### config.mk
export PLATFORM = sky130hd
export DESIGN_NAME = fet_exc_unit
export DESIGN_NICKNAME = d
export VERILOG_FILES = /design/src/inc/fet_pkg.sv /design/src/core/fet_exc_unit.sv
export SDC_FILE = /design/constraint.sdc
export NUM_CORES = 1
export LEC_CHECK = 0
export ABC_AREA = 1
export BUFFER_PORTS_ARGS = -buffer_cell sky130_fd_sc_hd__buf_4
export CAP_MARGIN = 40
export CORE_MARGIN = 2
export CORE_UTILIZATION = 51
export DETAILED_ROUTE_END_ITERATION = 7
export PLACE_DENSITY_LB_ADDON = 0.12
export SKIP_CTS_REPAIR_TIMING = 1
export SLEW_MARGIN = 20
export SYNTH_ARGS = -nofsm -noshare
export SYNTH_HDL_FRONTEND = slang
export SYNTH_SLANG_ARGS = --single-unit
### constraint.sdc
create_clock -name clk_i -period 4 [get_ports clk_i]
set_input_delay 0.2 -clock clk_i [delete_from_list [all_inputs] [get_ports clk_i]]
set_output_delay 0.2 -clock clk_i [all_outputs]
set_load 0.01 [all_outputs]
### src/inc/fet_pkg.sv
package fet_pkg;

  // ****************************************
  // exception bit positions (cause, enable, flag)
  // ****************************************
  localparam int unsigned EXC_INEXACT   = 0;
  localparam int unsigned EXC_UNDERFLOW = 1;
  localparam int unsigned EXC_OVERFLOW  = 2;
  localparam int unsigned EXC_DIVZERO   = 3;
  localparam int unsigned EXC_INVALID   = 4;
  localparam int unsigned EXC_UNIMPL    = 5;
  localparam int unsigned IEEE_W        = 5;
  localparam int unsigned CAUSE_W       = 6;

  // ****************************************
  // rounding modes
  // ****************************************
  localparam logic [1:0] TIES_EVEN_ROUNDING   = 2'h0;
  localparam logic [1:0] TOWARD_ZERO_ROUNDING = 2'h1;
  localparam logic [1:0] TOWARD_PLUS_ROUNDING = 2'h2;
  localparam logic [1:0] TOWARD_MINUS_ROUNDING = 2'h3;

  // ****************************************
  // operation classes reported by the datapath
  // ****************************************
  localparam logic [3:0] OP_ADD     = 4'h0;
  localparam logic [3:0] OP_SUB     = 4'h1;
  localparam logic [3:0] OP_MUL     = 4'h2;
  localparam logic [3:0] OP_DIV     = 4'h3;
  localparam logic [3:0] OP_SQRT    = 4'h4;
  localparam logic [3:0] OP_CVT_FIX = 4'h5;
  localparam logic [3:0] OP_CMP     = 4'h6;
  localparam logic [3:0] OP_FP_REGISTER_MOVE    = 4'h7;
  localparam logic [3:0] OP_FP_CONDITIONAL_MOVE = 4'h8;
  localparam logic [3:0] OP_OTHER   = 4'h9;

  // ****************************************
  // double-precision encodings
  // ****************************************
  localparam logic [63:0] DP_QNAN    = 64'h7FF8_0000_0000_0000;
  localparam logic [62:0] DP_INF_MAG = 63'h7FF0_0000_0000_0000;
  localparam logic [62:0] DP_MAX_MAG = 63'h7FEF_FFFF_FFFF_FFFF;
  localparam int unsigned DP_SIGN    = 63;
  localparam logic [10:0] DP_EXP_ONES = 11'h7FF;
  localparam int unsigned DP_QUIET_BIT = 51;

  // operand classification carried from the datapath
  typedef struct packed {
    logic sign;
    logic is_zero;
    logic is_inf;
    logic is_snan;
    logic is_qnan;
  } fet_opnd_t;

  // one finished operation as reported by the datapath
  typedef struct packed {
    logic [3:0]        op;
    fet_opnd_t         a;
    fet_opnd_t         b;
    logic              res_sign;
    logic              tiny;
    logic              inexact;
    logic              overflow;
    logic              unimpl;
    logic              cvt_ovf;
    logic              cmp_sig;
    logic [63:0]       rounded;
  } fet_op_t;

  // control/status content handled by this block
  typedef struct packed {
    logic [CAUSE_W-1:0] cause;
    logic [IEEE_W-1:0]  enable;
    logic [IEEE_W-1:0]  flag;
    logic [1:0]         rmode;
  } fet_csr_t;

endpackage : fet_pkg

### src/core/fet_exc_unit.sv
`timescale 1ns/100ps
// What this block does
// - precise mode: each arithmetic op with no register write in the same cycle rewrites all cause bits, one per raised condition
// - precise mode: trap when cause and matching enable both set, op or write
// - unimplemented op has no enable, no flag, and always traps
// - precise trap stops the instruction before it writes any result
// - only non-enabled causes: no trap, default result stored, cause readable
// - precise mode: flags change only for completing instructions, not trapping ones
// - ops only set flags; only software writes clear them
// - precise mode always present; imprecise mode chosen by privileged control
// - imprecise mode: unimplemented op still traps precisely, others trap late
// - imprecise mode: cause reads undefined; written cause bits also set flags
// - imprecise mode: every op except an unimplemented one completes, stores default, and records all flags when no register write shares its cycle
// - imprecise mode: trap on enabled condition and on enabled-cause write
// - one condition per op, except inexact with overflow or underflow
// - default result supplied whenever no precise trap is taken
// - invalid gives quiet NaN; divide by zero gives signed infinity
// - underflow, inexact give rounded result; inexact from overflow gives overflow result
// - overflow result follows rounding mode: inf, max finite, or mixed by sign
// - signaling NaN operand is invalid, except register and conditional moves
// - inf minus inf, 0 times inf, 0/0, inf/inf, sqrt negative are invalid
// - float to fixed overflow, infinite or NaN operand is invalid
// - signalling compares flag invalid on quiet NaN
// - divide by zero only for finite nonzero dividend over zero divisor
// - tininess after rounding; accuracy loss judged as inexact
// - inexact also when overflow occurs with overflow trap disabled
module fet_exc_unit
  import fet_pkg::*;
(
  // clock and reset
  input  wire logic        clk_i,
  input  wire logic        rst_i,
  // mode control (privileged)
  input  wire logic        imprecise_mode_i,
  // software move to the control/status register
  input  wire logic        csr_wr_i,
  input  wire fet_csr_t    csr_wdata_i,
  // operation report from the datapath
  input  wire logic        op_valid_i,
  input  wire fet_op_t     op_i,
  // control/status register readback
  output fet_csr_t         fp_control_status_register_o,
  // result and trap towards the pipeline
  output logic             res_valid_o,
  output logic [63:0]      res_data_o,
  output logic             precise_trap_o,
  output logic             imprecise_trap_o
);

  // ****************************************
  // condition detection
  // ****************************************
  fet_csr_t          csr_r, csr_nxt;
  logic [CAUSE_W-1:0] cond;
  logic              nan_in, snan_in, inv, dz, ovf_en, unf, inx;

  // ieee conditions of the current op
  always_comb begin
    nan_in  = op_i.a.is_snan | op_i.b.is_snan;
    // moves are exempt from signaling-NaN invalid
    snan_in = nan_in & (op_i.op != OP_FP_REGISTER_MOVE)
                     & (op_i.op != OP_FP_CONDITIONAL_MOVE);
    inv = snan_in;
    dz  = 1'b0;
    unique case (op_i.op)
      OP_ADD:     inv = inv | (op_i.a.is_inf & op_i.b.is_inf
                               & (op_i.a.sign != op_i.b.sign));
      OP_SUB:     inv = inv | (op_i.a.is_inf & op_i.b.is_inf
                               & (op_i.a.sign == op_i.b.sign));
      OP_MUL:     inv = inv | (op_i.a.is_zero & op_i.b.is_inf)
                            | (op_i.a.is_inf & op_i.b.is_zero);
      OP_DIV: begin
        inv = inv | (op_i.a.is_zero & op_i.b.is_zero)
                  | (op_i.a.is_inf & op_i.b.is_inf);
        // finite nonzero over zero only; inf/0 is exact infinity
        dz  = op_i.b.is_zero & ~op_i.a.is_zero & ~op_i.a.is_inf
              & ~op_i.a.is_snan & ~op_i.a.is_qnan;
      end
      // -0 is a valid root operand
      OP_SQRT:    inv = inv | (op_i.a.sign & ~op_i.a.is_zero
                               & ~op_i.a.is_qnan);
      OP_CVT_FIX: inv = inv | op_i.cvt_ovf | op_i.a.is_inf
                            | op_i.a.is_qnan;
      OP_CMP:     inv = inv | (op_i.cmp_sig
                               & (op_i.a.is_qnan | op_i.b.is_qnan));
      default:    inv = inv;
    endcase
    ovf_en = csr_r.enable[EXC_OVERFLOW];
    // tiny is after rounding; untrapped needs loss of accuracy
    unf = op_i.tiny & (csr_r.enable[EXC_UNDERFLOW] | op_i.inexact);
    inx = op_i.inexact | (op_i.overflow & ~ovf_en);
    cond = '0;
    // a single condition wins; only inexact may ride along
    if (op_i.unimpl) begin
      cond[EXC_UNIMPL] = 1'b1;
    end else if (inv) begin
      cond[EXC_INVALID] = 1'b1;
    end else if (dz) begin
      cond[EXC_DIVZERO] = 1'b1;
    end else begin
      cond[EXC_OVERFLOW]  = op_i.overflow;
      cond[EXC_UNDERFLOW] = unf & ~op_i.overflow;
      cond[EXC_INEXACT]   = inx;
    end
  end

  // ****************************************
  // default result selection
  // ****************************************
  logic [63:0] dflt;
  logic        s;

  always_comb begin
    s    = op_i.res_sign;
    dflt = op_i.rounded;
    if (cond[EXC_INVALID]) begin
      dflt = DP_QNAN;
    end else if (cond[EXC_DIVZERO]) begin
      dflt = {s, DP_INF_MAG};
    end else if (cond[EXC_OVERFLOW]) begin
      // the overflowed value also serves an accompanying inexact
      unique case (csr_r.rmode)
        TIES_EVEN_ROUNDING:   dflt = {s, DP_INF_MAG};
        TOWARD_ZERO_ROUNDING: dflt = {s, DP_MAX_MAG};
        TOWARD_PLUS_ROUNDING: dflt = s ? {s, DP_MAX_MAG} : {s, DP_INF_MAG};
        TOWARD_MINUS_ROUNDING: dflt = s ? {s, DP_INF_MAG} : {s, DP_MAX_MAG};
      endcase
    end
  end

  // ****************************************
  // trap decision and register update
  // ****************************************
  logic [IEEE_W-1:0] hit;
  logic              ptrap, itrap, wr_trap, complete;
  logic              res_valid_nxt, ptrap_nxt, itrap_nxt;
  logic [63:0]       res_nxt;

  always_comb begin
    hit      = cond[IEEE_W-1:0] & csr_r.enable;
    // unimplemented always traps precisely, in either mode
    ptrap    = op_valid_i & (cond[EXC_UNIMPL]
               | (~imprecise_mode_i & (|hit)));
    itrap    = op_valid_i & imprecise_mode_i & ~cond[EXC_UNIMPL]
               & (|hit);
    // a write with an enabled cause traps in both modes
    wr_trap  = csr_wr_i & ((|(csr_wdata_i.cause[IEEE_W-1:0] & csr_wdata_i.enable))
               | csr_wdata_i.cause[EXC_UNIMPL]);
    complete = op_valid_i & ~ptrap;
    csr_nxt  = csr_r;
    if (csr_wr_i) begin
      // software is the only agent that may clear flags
      csr_nxt = csr_wdata_i;
      if (imprecise_mode_i) begin
        csr_nxt.flag = csr_wdata_i.flag | csr_wdata_i.cause[IEEE_W-1:0];
      end
    end else if (op_valid_i) begin
      // cause shows this op's conditions, also when untrapped
      csr_nxt.cause = cond;
      if (complete) begin
        csr_nxt.flag = csr_r.flag | cond[IEEE_W-1:0];
      end
    end
    // results only leave for completing ops, defaults included
    res_valid_nxt = complete;
    res_nxt       = complete ? dflt : res_data_o;
    ptrap_nxt     = ptrap | (wr_trap & ~imprecise_mode_i);
    itrap_nxt     = itrap | (wr_trap & imprecise_mode_i);
  end

  // state registers; csr content is software-initialised, reset value is zero
  always_ff @(posedge clk_i or posedge rst_i) begin
    if (rst_i) begin
      csr_r            <= '0;
      res_valid_o      <= 1'b0;
      res_data_o       <= '0;
      precise_trap_o   <= 1'b0;
      imprecise_trap_o <= 1'b0;
    end else begin
      csr_r            <= csr_nxt;
      res_valid_o      <= res_valid_nxt;
      res_data_o       <= res_nxt;
      precise_trap_o   <= ptrap_nxt;
      imprecise_trap_o <= itrap_nxt;
    end
  end

  // readback of the register
  assign fp_control_status_register_o = csr_r;

endmodule : fet_exc_unit

==> run metrics <==
ANT nets after route=0; Max Clock Skew=about 0.013 ns; router iterations before antenna repair=6; Worst Hold Class=in -> reg; Yosys warnings=0; Worst setup SP type=primary input; Async SR Flop Fraction=between 90% and 100%; worst hold margin=between 0.05 and 0.06 ns; Final min period=around 2.4 ns; internal power=1720 uW; Yosys reg bits=85; Setup crit end kind=register; Net Sw Frac=between 30% and 40%; ANT cells=0; fmax=between 400 and 500 MHz; CTS clock-pin slew for the worst setup and hold paths=approximately 0.080 ns; Post-Place Cell Area=~6000 sq um; Gate power share=between 30 and 40%; drt total wl=~11,000 um; area occupied by multi-input gates=about 2100 sq um; core area=8680 sq um; clk_lat worst skew=~0.35 ns; Syn Area/Cell=approximately 8.8 sq um; worst-margin pin slew=around 0.75 ns; Mapped Area=4530 sq um; crit path max fanout=~80; critical path class=in -> reg; GPL Wtd Cong=~0.9; Post-Route Setup TNS=0 ns; DP Wirelength=about 8400 um; CTS root buffer=clkbuf_8; number of synthesized flops with an enable pin=0; Seq/Total Area, Yosys=between 40% and 50%; Syn-to-layout area delta=37.2%; fill count=~690; Power Density=~400 nW/um^2; overall die area=9660 sq um; clock power share=~26%; DR vias=around 4,200; max cap viols=0; DRC errors left=0; final setup fails=0; Slew headroom=roughly half; antenna violations before repair=0; largest net degree at the start of global routing=80; Most used DFF post-synth=dfrtp_1; register area=between 2000 and 2500 sq um; Ports=approximately 190; initial core utilization=52.2%; CTS tree=done; via/cell ratio=about 5.2; LEAKAGE=between 0.003 and 0.004 uW; crit path DAT=between 2 and 3 ns; routed len/inst=between 10 and 15 um; grt ovf=0; sequential power share=43.5%; htree depth=3; port buffer count=around 190; CP Data Required Time=4.22 ns; post-route cell area=between 6000 and 7000 sq um; Peak VDD IR=around 0.25 mV; layout cells sized above 1=about half; Die Width=98.3 um; first-pass GRT wire length=between 15,000 and 20,000 um; Synth Net Count=622; First DRT Iteration DRCs=approximately 240; clk sink count=85; num rows=34; outcome=completed; Max Slew Vio Count=0; vias in the first global route=4,017; deepest clock path buffer count=2; RSZ-0062 raised after global routing=no; fin nets=about 800; GRT Total Usage=24.1%; Sw Pwr=a little over 800 uW; final-report hold violation count=0; die height=roughly 98 um; final worst-path cycle share=about 60%; CTS buffer count=9; Yosys cell types=31; synthesized instance count=~510
## stage by stage
step	instances	util (%)	setup WS, ns	power, uW
finish	808	71.7	1.59	2550
global route	808	71.7	1.29	2690
CTS	807	71.6	1.61	2580
detailed placement	791	69.1	1.24	1920
global placement	790	68.8	1.31	1900
floorplan	514	-	1.61	1540
## area by class of cell
class / count / area share (%)
clock buffers: 11 / 2.43
flip-flops and latches: 85 / 34.2
repair buffers: 198 / 24.3
well taps: 108 / 2.17
multi-input cells: 370 / 33.9
clock inverters: 5 / 1.05
inverters: 31 / 1.89
## state kept, by name, indices dropped and copies added, names as in the netlist
register                      flops
precise_trap_o                    1
res_valid_o                       1
res_data_o                       64
fp_control_status_register_o     18
imprecise_trap_o                  1
## cells in the mapped netlist (2+ instances only)
| library cell | instances | share of area, % |
|---|---|---|
| inv_1 | 28 | 2.3 |
| buf_6 | 6 | 1.5 |
| nor3_1 | 3 | 0.33 |
| o21ai_2 | 60 | 12 |
| clkbuf_2 | 5 | 0.55 |
| nand3_2 | 8 | 1.8 |
| dfrtp_1 | 85 | 47 |
| nand2_1 | 85 | 7.0 |
| nand3_1 | 12 | 1.3 |
| a21oi_1 | 10 | 1.1 |
| nand4_1 | 3 | 0.41 |
| buf_8 | 2 | 0.66 |
| o21ai_0 | 67 | 7.4 |
| clkbuf_1 | 8 | 0.66 |
| nand2_2 | 63 | 8.7 |
| o21ai_1 | 2 | 0.22 |
| nor2_2 | 4 | 0.55 |
| or2_1 | 2 | 0.28 |
| nor2_1 | 36 | 3.0 |
| o211ai_1 | 3 | 0.50 |
| inv_2 | 3 | 0.25 |
| buf_2 | 7 | 0.77 |
| a22oi_1 | 4 | 0.66 |
## cell families (layout without fill, tap and decap cells)
| family | count (synthesis) | after routing | share of synthesized area [%] |
|---|---|---|---|
| AOI/OAI and AO/OA | 152 | 152 | 22.6 |
| buffers and inverters | 59 | 245 | 6.71 |
| DFF | 85 | 85 | 46.9 |
| and+or+nand+nor | 218 | 218 | 23.8 |
## layer usage
layer,global-route usage (%),up-vias,wire [um]
met1,33.2,1949,4910
met2,38.2,147,5620
met5,0,-,0
li1,-,2073,-
met4,7.17,0,140
met3,5.58,14,819
## layout by cell type, fill, tap and decap left out, drive strengths merged
cell,instances
a211oi,1
a21oi,10
a221oi,1
a22o,1
a22oi,4
buf,197
bufinv,1
clkbuf,11
clkinv,3
dfrtp,85
dlygate4sd3,1
inv,32
nand2,149
nand3,20
nand4,3
nor2,40
nor3,3
nor4,1
o211a,1
o211ai,3
o21ai,129
o221ai,1
o31ai,1
or2,2
## power by group through the flow
stage	clock, uW	combinational [uW]	sequential, uW
after floorplan	0	357	1180
after global placement	0	776	1120
after detailed placement	0	799	1120
after CTS	670	800	1110
after global routing	700	865	1130
final	652	791	1110
## worst max-delay path: stages
cell	delay, ns
buf_4	0.13
nor2_1	0.20
inv_1	0.10
o21ai_0	0.21
inv_1	0.07
a21oi_1	0.17
nor2_2	0.07
nand3_2	0.10
nor2_1	0.05
nor2_1	0.11
nand2_2	0.08
nand2_2	0.12
nand2_8	0.40
buf_12	0.41
nand2_2	0.10
o21ai_2	0.05
## worst paths after layout
path	from	to	slack (ns)	cells past startpoint
max in group asynchronous	rst_i	res_data_o[46]	2.70	5
worst max register to register	fp_control_status_register_o[9]	res_data_o[39]	1.71	12
worst min register to register	res_data_o[42]	res_data_o[42]	0.49	2
worst max-delay path	op_i[83]	res_data_o[39]	1.59	16
min in group asynchronous	rst_i	res_data_o[27]	0.32	3
worst min-delay path	csr_wdata_i[1]	fp_control_status_register_o[1]	0.06	3
Power figures use the tool's default switching activity.
